$ cat src/common/mafr_pkg.sv
// Summary of operation
// - A payload field holds exactly eight consecutive packets, each with its CRC.
// - Packet CRC-16 covers every byte after sync, polynomial 0x1021.
// - CRC is remainder of message times X^16 divided by generator.
// - CRC register preset to 0xffff before each packet's first bit.
// - Sync byte removed; CRC appended right after the packet's last byte.
// - Sync byte copied into an 8-bit header field, same for all packets.
// - A 114-bit header goes directly ahead of every payload field.
// - Header opens with 2-bit input type: 11 transport, 01 generic.
// - 16-bit packet length field in bits, 188 times 8 for transport.
// - 16-bit payload length field in bits, 12096 for transport.
// - Header carries a 32-bit reserved field.
// - 24-bit position counter: 14-bit frame part high, 10-bit block part low.
// - Without service synchronization the frame part stays zero.
// - With it, frame part counts frames, cleared at service-zero frames.
// - Block part zero for first encap frame, increments, cleared at frame start.
// - Header ends with CRC-16 over its first 98 bits, same preset.
// - Field order: type, lengths, sync, reserved, counter, CRC.
`default_nettype none
package mafr_pkg;
  // Packet and field geometry
  localparam int unsigned PKT_BYTES     = 188;
  localparam int unsigned PAYLOAD_BYTES = PKT_BYTES - 1;
  localparam int unsigned PKTS_PER_FIELD = 8;
  localparam int unsigned HDR_BITS      = 114;
  localparam int unsigned HDR_BODY_BITS = 98;
  localparam int unsigned CRC_BITS      = 16;

  // Header field values
  localparam logic [1:0]  TYPE_TS        = 2'h3;
  localparam logic [1:0]  TYPE_GENERIC   = 2'h1;
  localparam logic [15:0] PKT_LEN_BITS   = 16'h05e0;  // 188 x 8
  localparam logic [15:0] FIELD_LEN_BITS = 16'h2f40;  // 12096
  localparam logic [31:0] RESERVED_VAL   = 32'h0000_0000;

  // CRC
  localparam logic [15:0] CRC_POLY   = 16'h1021;
  localparam logic [15:0] CRC_PRESET = 16'hffff;

  // Register map (byte addresses)
  localparam logic [11:0] ADDR_CTRL   = 12'h000;
  localparam logic [11:0] ADDR_STATUS = 12'h004;
  localparam logic [11:0] ADDR_COUNT  = 12'h008;

  // Control register layout and reset
  localparam int unsigned CTRL_SVC_BIT  = 0;
  localparam int unsigned CTRL_TYPE_LSB = 1;
  localparam logic [31:0] CTRL_RESET    = 32'h0000_0006;

  typedef enum logic [2:0] {
    ST_IDLE,
    ST_HDR,
    ST_HCRC,
    ST_PKT,
    ST_PCRC,
    ST_WSYNC
  } mafr_state_t;
endpackage
`default_nettype wire

$ cat src/design/mafr_framer.sv
`default_nettype none
// Mode adaptation: packet CRC insertion and encapsulation header, bit-serial out
module mafr_framer
  import mafr_pkg::*;
#(
  parameter int unsigned FRAME_W = 14,
  parameter int unsigned BLOCK_W = 10
) (
  input  wire logic        clk_i,
  input  wire logic        reset_i,
  // APB slave
  input  wire logic        psel_i,
  input  wire logic        penable_i,
  input  wire logic        pwrite_i,
  input  wire logic [11:0] paddr_i,
  input  wire logic [31:0] pwdata_i,
  output logic      [31:0] prdata_o,
  output logic             pready_o,
  output logic             pslverr_o,
  // Transport stream input, one byte per accepted cycle
  input  wire logic        in_valid_i,
  input  wire logic        in_sop_i,
  input  wire logic [7:0]  in_data_i,
  output logic             in_ready_o,
  // Satellite frame timing
  input  wire logic        frame_start_i,
  input  wire logic        service0_start_i,
  // Bit-serial output to stream adaptation
  output logic             out_valid_o,
  output logic             out_bit_o,
  output logic             out_sof_o,
  output logic             out_eof_o
);
  mafr_state_t state_r;
  mafr_state_t state_nxt;

  logic               in_ready_r;
  logic               out_valid_r;
  logic               out_bit_r;
  logic               out_sof_r;
  logic               out_eof_r;
  logic [31:0]        prdata_r;
  logic               pready_r;
  logic               pslverr_r;

  logic [31:0]        ctrl_r;
  logic [31:0]        frames_sent_r;
  logic [FRAME_W-1:0] frame_part_r;
  logic [BLOCK_W-1:0] block_part_r;
  logic [6:0]         bit_cnt_r;
  logic [7:0]         byte_cnt_r;
  logic [2:0]         pkt_cnt_r;
  logic               byte_full_r;
  logic               byte_full_nxt;

  logic               accept, last_bit_of_byte, svc_sync_en;
  logic               crc_init, crc_en, crc_bit, crc_shift;
  logic [15:0]        crc_val;
  logic               hdr_load, hdr_shift, hdr_msb;
  logic               byte_load, byte_shift, byte_msb;
  logic               emit, emit_bit, emit_sof, emit_eof;
  logic [1:0]         input_type;
  logic [HDR_BODY_BITS-1:0] hdr_body;

  assign accept      = in_valid_i && in_ready_r;
  assign svc_sync_en = ctrl_r[CTRL_SVC_BIT];
  assign input_type  = ctrl_r[CTRL_TYPE_LSB +: 2];
  assign last_bit_of_byte = (bit_cnt_r[2:0] == 3'h7);

  // Header body in transmit order; sync copy is the start byte being taken now
  assign hdr_body = {input_type,
                     PKT_LEN_BITS,
                     FIELD_LEN_BITS,
                     in_data_i,
                     RESERVED_VAL,
                     frame_part_r, block_part_r};

  // One CRC engine: header and packets never overlap in time
  mafr_crc16 u_crc (
    .clk_i   (clk_i),
    .reset_i (reset_i),
    .init_i  (crc_init),
    .en_i    (crc_en),
    .bit_i   (crc_bit),
    .shift_i (crc_shift),
    .crc_o   (crc_val)
  );

  mafr_shreg #(.W(HDR_BODY_BITS)) u_hdr_sh (
    .clk_i      (clk_i),
    .reset_i    (reset_i),
    .load_i     (hdr_load),
    .load_val_i (hdr_body),
    .shift_i    (hdr_shift),
    .msb_o      (hdr_msb)
  );

  mafr_shreg #(.W(8)) u_byte_sh (
    .clk_i      (clk_i),
    .reset_i    (reset_i),
    .load_i     (byte_load),
    .load_val_i (in_data_i),
    .shift_i    (byte_shift),
    .msb_o      (byte_msb)
  );

  // Sequencer: header body, header CRC, then eight packets with CRCs
  always_comb
  begin
    state_nxt     = state_r;
    crc_init      = 1'b0;
    crc_en        = 1'b0;
    crc_bit       = 1'b0;
    crc_shift     = 1'b0;
    hdr_load      = 1'b0;
    hdr_shift     = 1'b0;
    byte_load     = 1'b0;
    byte_shift    = 1'b0;
    emit          = 1'b0;
    emit_bit      = 1'b0;
    emit_sof      = 1'b0;
    emit_eof      = 1'b0;
    byte_full_nxt = byte_full_r;
    case (state_r)
      ST_IDLE:
      begin
        // Sync byte of the first packet is needed for the header
        if (accept && in_sop_i)
        begin
          hdr_load  = 1'b1;
          crc_init  = 1'b1;
          state_nxt = ST_HDR;
        end
      end
      ST_HDR:
      begin
        emit      = 1'b1;
        emit_bit  = hdr_msb;
        emit_sof  = (bit_cnt_r == 7'd0);
        crc_en    = 1'b1;
        crc_bit   = hdr_msb;
        hdr_shift = 1'b1;
        if (bit_cnt_r == 7'(HDR_BODY_BITS - 1))
          state_nxt = ST_HCRC;
      end
      ST_HCRC:
      begin
        emit      = 1'b1;
        emit_bit  = crc_val[15];
        crc_shift = 1'b1;
        if (bit_cnt_r == 7'(CRC_BITS - 1))
        begin
          crc_init  = 1'b1;
          state_nxt = ST_PKT;
        end
      end
      ST_PKT:
      begin
        if (byte_full_r)
        begin
          emit       = 1'b1;
          emit_bit   = byte_msb;
          crc_en     = 1'b1;
          crc_bit    = byte_msb;
          byte_shift = 1'b1;
          if (last_bit_of_byte)
          begin
            byte_full_nxt = 1'b0;
            if (byte_cnt_r == 8'(PAYLOAD_BYTES - 1))
              state_nxt = ST_PCRC;
          end
        end
        else if (accept)
        begin
          byte_load     = 1'b1;
          byte_full_nxt = 1'b1;
        end
      end
      ST_PCRC:
      begin
        emit      = 1'b1;
        emit_bit  = crc_val[15];
        crc_shift = 1'b1;
        if (bit_cnt_r == 7'(CRC_BITS - 1))
        begin
          if (pkt_cnt_r == 3'(PKTS_PER_FIELD - 1))
          begin
            emit_eof  = 1'b1;
            state_nxt = ST_IDLE;
          end
          else
            state_nxt = ST_WSYNC;
        end
      end
      ST_WSYNC:
      begin
        // Sync byte is taken and dropped; bytes without a start mark resync
        if (accept && in_sop_i)
        begin
          crc_init  = 1'b1;
          state_nxt = ST_PKT;
        end
      end
      default:
        state_nxt = ST_IDLE;
    endcase
  end

  // State register
  always_ff @(posedge clk_i)
  begin
    if (reset_i)
      state_r <= ST_IDLE;
    else
      state_r <= state_nxt;
  end

  // Bit counter restarts at each state change; in packets it wraps per byte
  always_ff @(posedge clk_i)
  begin
    if (reset_i)
      bit_cnt_r <= '0;
    else if (state_nxt != state_r)
      bit_cnt_r <= '0;
    else if (emit)
      bit_cnt_r <= (state_r == ST_PKT && last_bit_of_byte) ? 7'd0 : bit_cnt_r + 7'd1;
  end

  // Byte and packet counters
  always_ff @(posedge clk_i)
  begin
    if (reset_i)
    begin
      byte_cnt_r  <= '0;
      pkt_cnt_r   <= '0;
      byte_full_r <= 1'b0;
    end
    else
    begin
      byte_full_r <= byte_full_nxt;
      if (state_r != ST_PKT)
        byte_cnt_r <= '0;
      else if (byte_shift && last_bit_of_byte)
        byte_cnt_r <= byte_cnt_r + 8'd1;
      if (hdr_load)
        pkt_cnt_r <= '0;
      else if (state_r == ST_PCRC && state_nxt != ST_PCRC)
        pkt_cnt_r <= pkt_cnt_r + 3'd1;
    end
  end

  // Input ready only where a byte can be taken next cycle
  always_ff @(posedge clk_i)
  begin
    if (reset_i)
      in_ready_r <= 1'b0;
    else
      in_ready_r <= (state_nxt == ST_IDLE) || (state_nxt == ST_WSYNC) ||
                    (state_nxt == ST_PKT && !byte_full_nxt);
  end

  // Block part: used then advanced at each header; frame start wins
  always_ff @(posedge clk_i)
  begin
    if (reset_i)
      block_part_r <= '0;
    else if (frame_start_i)
      block_part_r <= '0;
    else if (hdr_load)
      block_part_r <= block_part_r + BLOCK_W'(1);
  end

  // Frame part follows satellite frames only with service sync on
  always_ff @(posedge clk_i)
  begin
    if (reset_i)
      frame_part_r <= '0;
    else if (!svc_sync_en)
      frame_part_r <= '0;
    else if (frame_start_i)
      frame_part_r <= service0_start_i ? '0 : frame_part_r + FRAME_W'(1);
  end

  // Output stage, all registered
  always_ff @(posedge clk_i)
  begin
    if (reset_i)
    begin
      out_valid_r <= 1'b0;
      out_bit_r   <= 1'b0;
      out_sof_r   <= 1'b0;
      out_eof_r   <= 1'b0;
    end
    else
    begin
      out_valid_r <= emit;
      out_bit_r   <= emit_bit;
      out_sof_r   <= emit_sof;
      out_eof_r   <= emit_eof;
    end
  end

  // Count of completed encapsulation frames, readable by software
  always_ff @(posedge clk_i)
  begin
    if (reset_i)
      frames_sent_r <= '0;
    else if (emit_eof)
      frames_sent_r <= frames_sent_r + 32'd1;
  end

  // APB: no wait states; pready answers in the first access cycle
  always_ff @(posedge clk_i)
  begin
    if (reset_i)
      pready_r <= 1'b0;
    else
      pready_r <= psel_i && !penable_i;
  end

  // Control register write; type and service-sync steer the header
  always_ff @(posedge clk_i)
  begin
    if (reset_i)
      ctrl_r <= CTRL_RESET;
    else if (psel_i && penable_i && pready_r && pwrite_i && paddr_i == ADDR_CTRL)
      ctrl_r <= {29'h0, pwdata_i[2:0]};
  end

  // Read data and error prepared in the setup cycle
  always_ff @(posedge clk_i)
  begin
    if (reset_i)
    begin
      prdata_r  <= '0;
      pslverr_r <= 1'b0;
    end
    else if (psel_i && !penable_i)
    begin
      pslverr_r <= 1'b0;
      prdata_r  <= '0;
      case (paddr_i)
        ADDR_CTRL:
          prdata_r <= ctrl_r;
        ADDR_STATUS:
          prdata_r <= {1'b0, state_r, pkt_cnt_r, 1'b0, frame_part_r, block_part_r};
        ADDR_COUNT:
          prdata_r <= pwrite_i ? 32'h0 : frames_sent_r;
        default:
          pslverr_r <= 1'b1;  // Unmapped address
      endcase
      if (pwrite_i && paddr_i != ADDR_CTRL)
        pslverr_r <= 1'b1;  // Read-only or unmapped write
    end
  end

  assign in_ready_o  = in_ready_r;
  assign out_valid_o = out_valid_r;
  assign out_bit_o   = out_bit_r;
  assign out_sof_o   = out_sof_r;
  assign out_eof_o   = out_eof_r;
  assign prdata_o    = prdata_r;
  assign pready_o    = pready_r;
  assign pslverr_o   = pslverr_r;
endmodule
`default_nettype wire

$ cat src/design/mafr_crc16.sv
`default_nettype none
// Bit-serial CRC-16, MSB first, with shift-out mode for the result
module mafr_crc16
  import mafr_pkg::*;
(
  input  wire logic        clk_i,
  input  wire logic        reset_i,
  input  wire logic        init_i,
  input  wire logic        en_i,
  input  wire logic        bit_i,
  input  wire logic        shift_i,
  output logic      [15:0] crc_o
);
  logic [15:0] crc_r;

  // Preset wins over shifting so a new message never inherits old state
  always_ff @(posedge clk_i)
  begin
    if (reset_i || init_i)
      crc_r <= CRC_PRESET;
    else if (en_i)
      crc_r <= {crc_r[14:0], 1'b0} ^ ((crc_r[15] ^ bit_i) ? CRC_POLY : 16'h0000);
    else if (shift_i)
      crc_r <= {crc_r[14:0], 1'b0};
  end

  assign crc_o = crc_r;
endmodule
`default_nettype wire

$ cat src/design/mafr_shreg.sv
`default_nettype none
// Parallel-load, MSB-first shift register
module mafr_shreg #(
  parameter int unsigned W = 8
) (
  input  wire logic         clk_i,
  input  wire logic         reset_i,
  input  wire logic         load_i,
  input  wire logic [W-1:0] load_val_i,
  input  wire logic         shift_i,
  output logic              msb_o
);
  logic [W-1:0] sh_r;

  // Load has priority; shifting inserts zeros at the bottom
  always_ff @(posedge clk_i)
  begin
    if (reset_i)
      sh_r <= '0;
    else if (load_i)
      sh_r <= load_val_i;
    else if (shift_i)
      sh_r <= {sh_r[W-2:0], 1'b0};
  end

  assign msb_o = sh_r[W-1];
endmodule
`default_nettype wire

$ cat config.mk
export PLATFORM = sky130hd
export DESIGN_NAME = mafr_framer
export DESIGN_NICKNAME = d
export VERILOG_FILES = /design/src/common/mafr_pkg.sv /design/src/design/mafr_framer.sv /design/src/design/mafr_crc16.sv /design/src/design/mafr_shreg.sv
export SDC_FILE = /design/constraint.sdc
export NUM_CORES = 1
export LEC_CHECK = 0
export BUFFER_PORTS_ARGS = -buffer_cell sky130_fd_sc_hd__clkbuf_2
export CELL_PAD_IN_SITES_DETAIL_PLACEMENT = 0
export CELL_PAD_IN_SITES_GLOBAL_PLACEMENT = 2
export CORE_MARGIN = 2
export CORE_UTILIZATION = 35
export CTS_CLUSTER_DIAMETER = 100
export DETAILED_ROUTE_END_ITERATION = 7
export PLACE_DENSITY_LB_ADDON = 0.1
export SETUP_SLACK_MARGIN = 0.1
export SYNTH_ARGS = -nofsm -noshare
export SYNTH_HDL_FRONTEND = slang
export SYNTH_HIERARCHICAL = 1
export SYNTH_SLANG_ARGS = --single-unit
export TNS_END_PERCENT = 100
$ cat constraint.sdc
create_clock -name clk_i -period 6.3 [get_ports clk_i]
set_clock_uncertainty 0.05 [all_clocks]
set_input_delay 0.945 -clock clk_i [delete_from_list [all_inputs] [get_ports clk_i]]
set_output_delay 0.945 -clock clk_i [all_outputs]
set_load 0.005 [all_outputs]
==> metrics.md, run 1 <==
| Metric | Value |
|---|---|
| Headroom to the max-slew limit | between 20% and 30% |
| RePlAce Congestion | roughly 0.75 |
| Crit end category | flop |
| RSZ-0062 raised after global routing | false |
| Top FF cell, synth | dfxtp_1 |
| FF-to-FF Start | state_r[1] |
| Reg clk slew, reported paths | roughly 0.06 ns |
| Seq cells post-synth | roughly 240 |
| Initial Util | a little over a third |
| Layout cell share with drive strength beyond 1 | a little over a tenth |
| Via count | between 8k and 9k |
| Cts bufs inserted | 29 |
| R2r endpoint | u_hdr_sh/sh_r[24] |
| HP Class | reg2reg |
| CP endpoint | u_hdr_sh/sh_r[24] |
| Worst Setup Start Kind | flop |
| Nets | 1368 |
| Setup violations, final | 0 |
| Final WL | approximately 28000 µm |
| CTS max path bufs | 3 |
| Tcrit/Tclk final | ~52% |
| TritonRoute pass-1 iters | 5 |
| Post-cts resize count | 0 |
| Most frequent cells in the layout | dfxtp_1, mux2i_1, nor2b_1, a211oi_1, nand2_1 |
| Lkg Pwr | 0.00448 µW |
| WL per Instance | about 16 µm |
| First-pass GRT wire length | 45700 µm |
| Via density | 5.08 |
| Pwr Density | ~270 nW/µm² |
| Remaining DRCs | 0 |
| Reg-to-reg slack, setup | approximately 3 ns |
| Max H-tree Level | 1 |
| Port Buffers | 70 |
| Critical path class | reg2reg |
| Fillers | 3169 |
| CTS tree | done |
| Root Buffer | clkbuf_16 |
| Area delta synth->final | 14.7% |
| Multi-input logic area | approximately 6000 µm² |
| Top cell type's share of synthesized area | a little over two fifths |
| Register area | ~4800 µm² |
| Hold buffers post-CTS | 0 |
| Grt total ovfl | 0 |
| Post-synth EDFFs | 0 |
| Critical Path RT | between 6 and 7 ns |
| Post-layout min period | between 3 and 4 ns |
| FP Rows | between 60 and 70 |
| Final hold vios | 0 |
| Most common cell after layout, fill and taps aside | dfxtp_1 |
| Sequential fraction of the synthesis area | 43.4% |
| Core area | 31500 µm² |
| Avg Inst Size Synth | roughly 9.3 µm² |
| Iter 0 DRT Violations | 464 |
| Asr flop ratio synth | 0% |
| CTS Sinks | 242 |
| Warnings from Yosys | 6 |
| Max Fclk | between 300 and 400 MHz |
| Vias in the first global route | between 8k and 9k |
| Setup crit start | state_r[1] |
| Io pins | 100 |
| Post-Syn Instances | about 1.2k |
| Post-Syn Area | 11200 µm² |
| Die extent in y | 183 µm |
| Outcome | finished, final reports clean |
| Cell taking the most area after synthesis | dfxtp_1 |
| Slew @ Worst Pin | 1.07 ns |
| Ranking of synthesized cells by area | dfxtp_1, mux2i_1, a211oi_1 |
| Post-route ant nets | 0 |
| Post-layout util | 40.7% |
| IR drop worst, VDD | between 0.2 and 0.25 mV |
| Initial antenna violation count | 0 |
| Die area | about 33000 µm² |
| Pins over their slew limit | 0 |
| Synth cell types | 72 |
| Reg2Reg Depth | 5 |
| Crit path DAT | ~3.6 ns |
| # Post-CTS Setup Buffers | 0 |
| Crit-path max FO | 53 |
| Max_cap viols | 0 |
| Die W | 183 µm |
| Hpwl dp | approximately 17000 µm |
| Diode count | 0 |
| Clock insertion delay at the later pin of the skew report | between 0.5 and 0.6 ns |
| Total negative slack | 0 ns |
| Tot GR Track Use | about 17% |
| Largest net degree at the start of global routing | 89 |
[worst min path at each step]
stage          slack [ns]  depth (start not counted)             from               to
2_1_floorplan        0.39                          2  u_crc/crc_o[12]  u_crc/crc_o[13]
3_3_place_gp         0.39                          2     prdata_o[14]     prdata_o[14]
3_5_place_dp         0.40                          2      prdata_o[9]      prdata_o[9]
4_1_cts              0.41                          2      prdata_o[9]      prdata_o[9]
5_1_grt              0.42                          2      prdata_o[7]      prdata_o[7]
6_report             0.40                          2     prdata_o[13]     prdata_o[13]
[layout make-up]
cell class | count | share of cell area, %
clock inverters | 3 | 0.313
multi-input cells | 920 | 47.2
repair buffers | 80 | 3.37
flip-flops and latches | 242 | 37.9
clock buffers | 43 | 6.63
well taps | 402 | 3.93
inverters | 23 | 0.675
[metrics by stage]
step	setup WS (ns)	instance area (µm²)	hold WS (ns)	total power [µW]	instances
4_1_cts	3.03	12800	0.411	3460	1713
3_3_place_gp	2.78	11900	0.388	1850	1667
5_1_grt	2.80	12800	0.420	3560	1713
2_1_floorplan	3.67	11400	0.388	1800	1268
3_5_place_dp	2.77	11900	0.397	1850	1667
6_report	3.00	12800	0.403	3400	1713
[synth_stat cells (all sizes together) (3+ instances only)]
cell,count
dfxtp,242
mux2i,114
nor2b,114
a211oi,109
nand2,99
nor2,70
clkbuf,48
o21ai,39
nand3,35
buf,34
a22oi,31
nand4,27
a21oi,26
inv,23
nor3,20
xnor2,20
xor2,20
nor4,12
ha,11
or3,11
and3,10
o31ai,10
or4,10
and2,5
and4,5
nand2b,5
or2,5
mux2,4
and4b,3
nor3b,3
o2bb2ai,3
o31a,3
[report_power, final]
part | total, µW | switching (µW) | internal, µW
clock network | 1590 | 632 | 954
registers | 1610 | 28.5 | 1580
logic | 207 | 121 | 85.4
[logic make-up after synthesis]
logic type	after synthesis	synth area share, %
XOR/XNOR	40	3.14
multiplexers	118	10.6
adder cells (fa/ha/maj)	11	1.23
AND/OR/NAND/NOR	444	21.6
buffers and inverters	106	4.59
other	2	0.0673
flip-flops	242	43.4
AO/OA/AOI/OAI	243	15.3
[registers in the layout (all words and copies together) (netlist names), 3 cells and up]
signal          count
u_hdr_sh/sh_r      98
frame_part_r       14
block_part_r       10
state_r             3
byte_cnt_r          8
u_crc/crc_o        16
u_byte_sh/sh_r      8
ctrl_r              3
pkt_cnt_r           3
bit_cnt_r           7
prdata_o           32
frames_sent_r      32
[worst max-delay path: stages (launching register included)]
cell,delay (ns)
dfxtp_1,0.73
and4b_1,0.32
and2_2,0.38
inv_2,0.84
buf_4,0.62
a211oi_1,0.15
[layer usage]
layer | vias to the layer above | GRT usage, % | wire length (µm)
met2 | 138 | 26.1 | 12200
li1 | 4477 | - | -
met3 | 25 | 2.59 | 996
met4 | 0 | 3.23 | 430
met5 | - | 0 | 0
met1 | 4065 | 24.4 | 14100
(Power assumes the default switching activity.)
==> run 2, diff against run 1 <==
==> constraint.sdc (replaced) <==
create_clock -name clk_i -period 3.1 [get_ports clk_i]
set_clock_uncertainty 0.05 [all_clocks]
set_input_delay 0.465 -clock clk_i [delete_from_list [all_inputs] [get_ports clk_i]]
set_output_delay 0.465 -clock clk_i [all_outputs]
set_load 0.005 [all_outputs]
==> run 2 against run 1 <==
First-iteration DRC count fell by 19%. Sequential share of layout area fell by 0.88 points. Setup slack got worse by 2.4 ns.
==> metrics.md, run 2 (synthesis results as in run 1) <==
| Metric | Value |
|---|---|
| Max reg flops | 98 (unchanged) |
| Sw Share | 22.7% (-0.24 points) |
| Iter 0 DRT Violations | 376 (-19%) |
| First-pass GRT wire length | 45900 µm (+0.54%) |
| Critical path class | reg2reg |
| Via density | 5.04 (-0.82%) |
| Worst Setup Start Kind | flop |
| Hold Crit Start | pwdata_i[2] |
| Multi-input logic area | 6040 µm² (unchanged) |
| Grt total ovfl | 0 (unchanged) |
| Via count | 8765 (+0.69%) |
| Design area | 13100 µm² (+2.4%) |
| Int Power | 5600 µW (+110%) |
| Die area | 33300 µm² (unchanged) |
| Total negative slack | 0 ns (unchanged) |
| Port Buffers | 70 (unchanged) |
| FP Rows | 65 (unchanged) |
| Most frequent cells in the layout | dfxtp_1, mux2i_1, nor2b_1, a211oi_1, nand2_1 |
| Crit end category | flop |
| Vias in the first global route | 8724 (+4.5%) |
| RePlAce Congestion | 0.747 (-1.0%) |
| HP Class | in2reg |
| Pwr Density | 553 nW/µm² (+110%) |
| Clock power share | 49.0% (+2.4 points) |
| Sw power | 1650 µW (+110%) |
| Layout cell share with drive strength beyond 1 | 12.6% (+1.8 points) |
| Tot GR Track Use | 16.7% (+0.031 points) |
| Lkg Pwr | 0.00465 µW (+3.9%) |
| Io pins | 100 (unchanged) |
| Register area | 4840 µm² (unchanged) |
| Outcome | finished, final reports clean |
| Slew @ Worst Pin | 1.04 ns (-0.0312 ns) |
| Area delta synth->final | 17.4% |
| Setup violations, final | 0 (unchanged) |
| Setup crit start | bit_cnt_r[0] |
| Remaining DRCs | 0 (unchanged) |
| Sequential share of power | 45.0% (-2.3 points) |
| RSZ-0062 raised after global routing | false |
| Diode count | 0 (unchanged) |
| Initial antenna violation count | 0 (unchanged) |
| Critical Path RT | 3.40 ns (-3.22 ns) |
| Final hold vios | 0 (unchanged) |
| Die extent in y | 183 µm (unchanged) |
| # Post-CTS Setup Buffers | 0 (unchanged) |
| Combinational cell fraction of total power | 6.0% (about the same) |
| Largest reg by FF count | u_hdr_sh/sh_r |
| Crit path DAT | 2.85 ns (-0.77 ns) |
| Headroom to the max-slew limit | 30.5% (+1.8 points) |
| Die W | 183 µm (unchanged) |
| FF-to-FF Start | bit_cnt_r[0] |
| Tcrit/Tclk final | 82.2% (+30 points) |
| Crit-path max FO | 16 (-70%) |
| TritonRoute pass-1 iters | 4 (-1) |
| CTS tree | done |
| Reg clk slew, reported paths | 0.06 ns (about the same) |
| IR drop worst, VDD | 0.441 mV (+90%) |
| Area after DPL | 12100 µm² (+1.6%) |
| CTS Sinks | 242 (unchanged) |
| Hold buffers post-CTS | 0 (unchanged) |
| Most common cell after layout, fill and taps aside | dfxtp_1 |
| Nets | 1387 (+1.4%) |
| Fillers | 3197 (+0.88%) |
| Clock insertion delay at the later pin of the skew report | 0.54 ns (about the same) |
| Hpwl dp | 17700 µm (+1.3%) |
| Pins over their slew limit | 0 (unchanged) |
| Largest net degree at the start of global routing | 79 (-11%) |
| Cts bufs inserted | 29 (unchanged) |
| Core area | 31500 µm² (unchanged) |
| Max Fclk | 392 MHz (+30%) |
| Max H-tree Level | 1 (unchanged) |
| Initial Util | 35.4% (unchanged) |
| Final WL | 27500 µm (-0.66%) |
| Post-cts resize count | 0 (unchanged) |
| Root Buffer | clkbuf_16 |
| Max_cap viols | 0 (unchanged) |
| WL per Instance | 15.8 µm (-2.1%) |
| Post-route ant nets | 0 (unchanged) |
| Post-layout min period | 2.55 ns (-0.754 ns) |
| CTS max path bufs | 3 (unchanged) |
[run 2: cell types whose count changed in the layout (fill, tap and decap cells not counted)]
cell / change
clkinv_2: +5
clkbuf_1: -1
bufinv_16: +3
buf_12: +4
buf_4: +15
[run 2: power groups by stage]
stage | combinational [µW] | sequential, µW | clock [µW]
after CTS | 441 | 3270 | 3660
after detailed placement | 439 | 3330 | 0
after global routing | 487 | 3280 | 3790
after global placement | 436 | 3330 | 0
after floorplan | 337 | 3310 | 0
final | 433 | 3270 | 3550
[run 2: stage by stage]
step / utilization [%] / total power (µW) / std cells / worst slack [ns] / hold slack [ns]
after floorplan: - / 3650 / 1268 / 0.930 / 0.388
after global placement: 38.5 / 3770 / 1686 / 0.512 / 0.385
after detailed placement: 38.5 / 3770 / 1686 / 0.512 / 0.391
after CTS: 41.6 / 7370 / 1739 / 0.503 / 0.102
after global routing: 41.6 / 7550 / 1739 / 0.198 / 0.0978
final: 41.6 / 7250 / 1739 / 0.551 / 0.125
[run 2: final cells by class]
cell class | instances | share of cell area, %
Clock buffer | 42 | 6.45
Inverter | 23 | 0.659
Clock inverter | 11 | 1.18
Timing Repair Buffer | 99 | 4.77
Sequential cell | 242 | 37.0
Tap cell | 402 | 3.84
Multi-Input combinational cell | 920 | 46.1
[run 2: worst paths after layout]
check / endpoint / slack, ns / cells after the start
min reg2reg: prdata_o[4] / 0.40 / 2
max: u_crc/crc_o[12] / 0.55 / 7
max reg2reg: u_crc/crc_o[12] / 0.55 / 7
min: ctrl_r[2] / 0.12 / 2
[run 2: worst max-delay path, stage by stage, from the launching register on]
cell       delay [ns]
dfxtp_1          0.35
ha_1             0.24
and3_1           0.29
a31o_1           0.26
nand2_1          0.10
nand2_1          0.06
nor2_1           0.79
o2111ai_1        0.21
[run 2: routing by layer]
metal / track usage [%] / vias to the layer above / part of all wire, %
met3: 2.27 / 37 / 3.0
li1: - / 4512 / -
met2: 26.9 / 116 / 44
met4: 4.13 / 0 / 2.1
met5: 0 / - / 0
met1: 23.7 / 4100 / 51
==> run 3, diff against run 2 <==
--- a/config.mk
+++ b/config.mk
@@ -5,11 +5,12 @@
 export SDC_FILE = /design/constraint.sdc
 export NUM_CORES = 1
 export LEC_CHECK = 0
+export ABC_AREA = 1
 export BUFFER_PORTS_ARGS = -buffer_cell sky130_fd_sc_hd__clkbuf_2
 export CELL_PAD_IN_SITES_DETAIL_PLACEMENT = 0
 export CELL_PAD_IN_SITES_GLOBAL_PLACEMENT = 2
 export CORE_MARGIN = 2
-export CORE_UTILIZATION = 35
+export CORE_UTILIZATION = 33
 export CTS_CLUSTER_DIAMETER = 100
 export DETAILED_ROUTE_END_ITERATION = 7
 export PLACE_DENSITY_LB_ADDON = 0.1
==> constraint.sdc (replaced) <==
create_clock -name clk_i -period 2.4 [get_ports clk_i]
set_clock_uncertainty 0.05 [all_clocks]
set_input_delay 0.36 -clock clk_i [delete_from_list [all_inputs] [get_ports clk_i]]
set_output_delay 0.36 -clock clk_i [all_outputs]
set_load 0.005 [all_outputs]
==> run 3 against run 2 <==
Sequential cell count is the same. Clock power grew 27%. Largest cell class unchanged. Combinational power grew 34%. Highest routed layer unchanged. Largest power group unchanged. Cell count grew 39%. Area after synthesis grew 7.8%. Register-to-register slack lost 0.26 ns. Wire length grew 21%. Global-route usage grew 0.61 points. Maximum frequency grew 21%. Critical path depth grew 2. Via count grew 29%.
==> metrics.md, run 3 <==
| Metric | Value |
|---|---|
| Outcome | finished, final reports clean |
| Most frequent cells in the layout | nand2_1, nand3_1, dfxtp_1, inv_1, a21oi_1 |
| Synth Area in XOR/XNOR | 1.53% (-1.6 points) |
| Io pins | 100 (unchanged) |
| R2r endpoint | u_hdr_sh/sh_r[15] |
| Via count | 11.3k (+29%) |
| Post-Syn Instances | 1818 (+51%) |
| Reg2Reg Depth | 9 (+2) |
| Hold endpoint | ctrl_r[0] |
| Synth Area in Adders | 1.14% (-0.089 points) |
| Avg Inst Size Synth | 6.62 µm² (-28%) |
| WL per Instance | 13.8 µm (-13%) |
| FP Rows | 69 (+6.2%) |
| RSZ-0062 raised after global routing | true |
| Die extent in y | 195 µm (+6.8%) |
| Critical path class | reg2reg |
| RePlAce Congestion | 0.800 (+7.2%) |
| Top cell type's share of synthesized area | 40.3% (-3.1 points) |
| Synth cell types | 45 (-38%) |
| Hold Crit Start | pwdata_i[0] |
| Pwr Density | 651 nW/µm² (+18%) |
| Sw power | 2220 µW (+35%) |
| Design Power | 9230 µW (+27%) |
| Clock insertion delay at the later pin of the skew report | 0.57 ns (+0.03 ns) |
| Iter 0 DRT Violations | 673 (+79%) |
| Reg-to-reg slack, setup | 0.29 ns (-0.26 ns) |
| Headroom to the max-slew limit | 42.1% (+12 points) |
| Max Fclk | 474 MHz (+21%) |
| Lkg Pwr | 0.00639 µW (+37%) |
| DR WL met2 | 14800 µm (+22%) |
| Top FF cell, synth | dfxtp_1 |
| Sw Share | 24.1% (+1.4 points) |
| FF-to-FF Start | state_r[0] |
| Crit path DAT | 2.57 ns (-0.28 ns) |
| IR drop worst, VDD | 0.526 mV (+19%) |
| Tot GR Track Use | 17.3% (+0.61 points) |
| Most common cell after layout, fill and taps aside | nand2_1 |
| First-pass GRT wire length | 54900 µm (+19%) |
| Largest net degree at the start of global routing | 98 (+24%) |
| Reg clk slew, reported paths | 0.06 ns (about the same) |
| Max H-tree Level | 1 (unchanged) |
| Routed length on met3 | 1130 µm (+35%) |
| Combinational cell fraction of total power | 6.3% (+0.3 points) |
| Nets | 2012 (+45%) |
| List of most frequent post-synthesis cells | nand2_1, nand3_1, dfxtp_1 |
| Final hold vios | 0 (unchanged) |
| Port Buffers | 70 (unchanged) |
| Via density | 4.65 (-7.6%) |
| Largest family of logic cells by synthesized area | simple AND/OR/NAND/NOR gates |
| Total negative slack | 0 ns (unchanged) |
| Hpwl dp | 22100 µm (+25%) |
| Max_cap viols | 0 (unchanged) |
| Mux share of post-synthesis cell area | 0% (-11 points) |
| Top sig layer | met4 |
| Diode count | 0 (unchanged) |
| Remaining DRCs | 0 (unchanged) |
| Grt total ovfl | 0 (unchanged) |
| Hold Path Depth | 3 (+1) |
| Setup violations, final | 0 (unchanged) |
| Simple-Gate Fraction of Synth Area | 38.2% (+17 points) |
| Sequential share of power | 44.8% (-0.2 points) |
| Core area | 35700 µm² (+14%) |
| Largest reg by FF count | u_hdr_sh/sh_r |
| Initial Util | 33.7% (-1.8 points) |
| Final WL | 33400 µm (+21%) |
| CTS max path bufs | 3 (unchanged) |
| Routed metal-1 wirelength | 16900 µm (+21%) |
| Pins over their slew limit | 0 (unchanged) |
| Post-synth EDFFs | 0 (unchanged) |
| Seq cells post-synth | 242 (unchanged) |
| Cell taking the most area after synthesis | dfxtp_1 |
| Ranking of synthesized cells by area | dfxtp_1, nand2_1, nand3_1 |
| Worst Setup Start Kind | flop |
| TritonRoute pass-1 iters | 4 (unchanged) |
| Post-route ant nets | 0 (unchanged) |
| Crit end category | flop |
| HP Class | in2reg |
| Post-layout min period | 2.11 ns (-0.441 ns) |
| Int Power | 7000 µW (+25%) |
| Layout cell share with drive strength beyond 1 | 10.1% (-2.4 points) |
| Area delta synth->final | 17.9% |
| CTS tree | done |
| Die W | 195 µm (+6.8%) |
| Max reg flops | 98 (unchanged) |
| Tcrit/Tclk final | 87.9% (+5.6 points) |
| CTS Sinks | 242 (unchanged) |
| Asr flop ratio synth | 0% (unchanged) |
| Count leader, synth | nand2_1 |
| Crit-path max FO | 32 (+16) |
| Sequential fraction of the synthesis area | 40.3% (-3.1 points) |
| Post-synthesis compound-gate area fraction | 8.01% (-7.3 points) |
| Post-Syn Area | 12000 µm² (+7.8%) |
| Warnings from Yosys | 6 (unchanged) |
| Cts bufs inserted | 30 (+3.4%) |
| Critical Path RT | 2.86 ns (-0.54 ns) |
| Hold Worst Slack | 0.0395 ns (-0.0850 ns) |
| Initial antenna violation count | 0 (unchanged) |
| Die area | 38000 µm² (+14%) |
| Slew @ Worst Pin | 0.867 ns (-0.171 ns) |
| Clock power share | 48.9% (about the same) |
| Vias in the first global route | 10.6k (+22%) |
| Root Buffer | clkbuf_16 |
-- run 3: changes by cell type in the layout (fill, tap and decap cells not counted), sizes merged, moves of 11 or more --
cell    previous run  this run
a211oi           109         2
a21oi             26       115
a22oi             31         0
inv               23       225
mux2i            114         0
nand2             99       594
nand3             35       278
nand4             27        12
nor2              70       106
nor2b            114         0
nor3              20        48
o21ai             39        50
or3               11         0
xnor2             20         6
-- run 3: kinds of logic after synthesis --
| kind of cell | after synthesis |
|---|---|
| DFF | 242 |
| xor gates and xnor gates | 21 |
| other | 2 |
| AOI/OAI and AO/OA | 184 |
| adders and majority gates | 11 |
| and+or+nand+nor | 1046 |
| buffers and inverters | 312 |
-- run 3: worst max path at each step --
stage                  from           endpoint  slack (ns)
2_1_floorplan  bit_cnt_r[0]       bit_cnt_r[0]        0.64
3_3_place_gp   bit_cnt_r[0]       bit_cnt_r[1]        0.09
3_5_place_dp   bit_cnt_r[0]       bit_cnt_r[6]        0.10
4_1_cts          state_r[0]  u_hdr_sh/sh_r[57]        0.17
5_1_grt          state_r[0]   u_hdr_sh/sh_r[1]        0.08
6_report         state_r[0]  u_hdr_sh/sh_r[15]        0.29
-- run 3: timing repair --
item / 4_1_cts / 5_1_grt
endpoints found under the setup margin: 7 / 51
setup buffers: 0 / 8
hold buffers: 3 / 0
pin swaps: 0 / 4
endpoints found under the hold margin: 3 / 0
resized for setup: 1 / 6
gates cloned: 0 / 1
-- run 3: power by group through the flow --
| stage | Clock (µW) | Combinational (µW) | Sequential, µW |
|---|---|---|---|
| 4_1_cts | 4700 | 572 | 4130 |
| 2_1_floorplan | 0 | 399 | 4210 |
| 6_report | 4520 | 579 | 4130 |
| 3_5_place_dp | 0 | 566 | 4220 |
| 3_3_place_gp | 0 | 564 | 4220 |
| 5_1_grt | 4860 | 664 | 4140 |
-- run 3: through the flow --
| step | utilization (%) | std cells | worst slack (ns) | area, µm² |
|---|---|---|---|---|
| after floorplan | - | 1880 | 0.642 | 12300 |
| after global placement | 36.5 | 2357 | 0.0925 | 13000 |
| after detailed placement | 36.5 | 2357 | 0.103 | 13000 |
| after CTS | 39.4 | 2414 | 0.174 | 14100 |
| after global routing | 39.7 | 2423 | 0.0791 | 14200 |
| final | 39.7 | 2423 | 0.292 | 14200 |
-- run 3: area by class of cell --
| class | instances | area, µm² |
|---|---|---|
| clock buffer | 51 | 941 |
| clock inverter | 3 | 42.5 |
| fill | 3949 | 21600 |
| inverter | 229 | 863 |
| multi-input combinational | 1327 | 6170 |
| sequential | 242 | 4840 |
| tap | 461 | 577 |
| timing repair buffer | 110 | 737 |
-- run 3: worst max-delay path, stage by stage, from the launching register on --
cell and delay, ns:
dfxtp_1 0.56, nor2_1 0.12, nand2_1 0.12, nor2_4 0.08, buf_12 0.14, nor2_4 0.66
nand2_1 0.12, nand3_1 0.10, nand2_1 0.05, inv_1 0.05
-- run 3: metal layers --
layer	track usage, %	up-vias
li1	-	5978
met1	23.6	5141
met2	28.8	116
met3	3.05	44
met4	3.62	0
met5	0	-
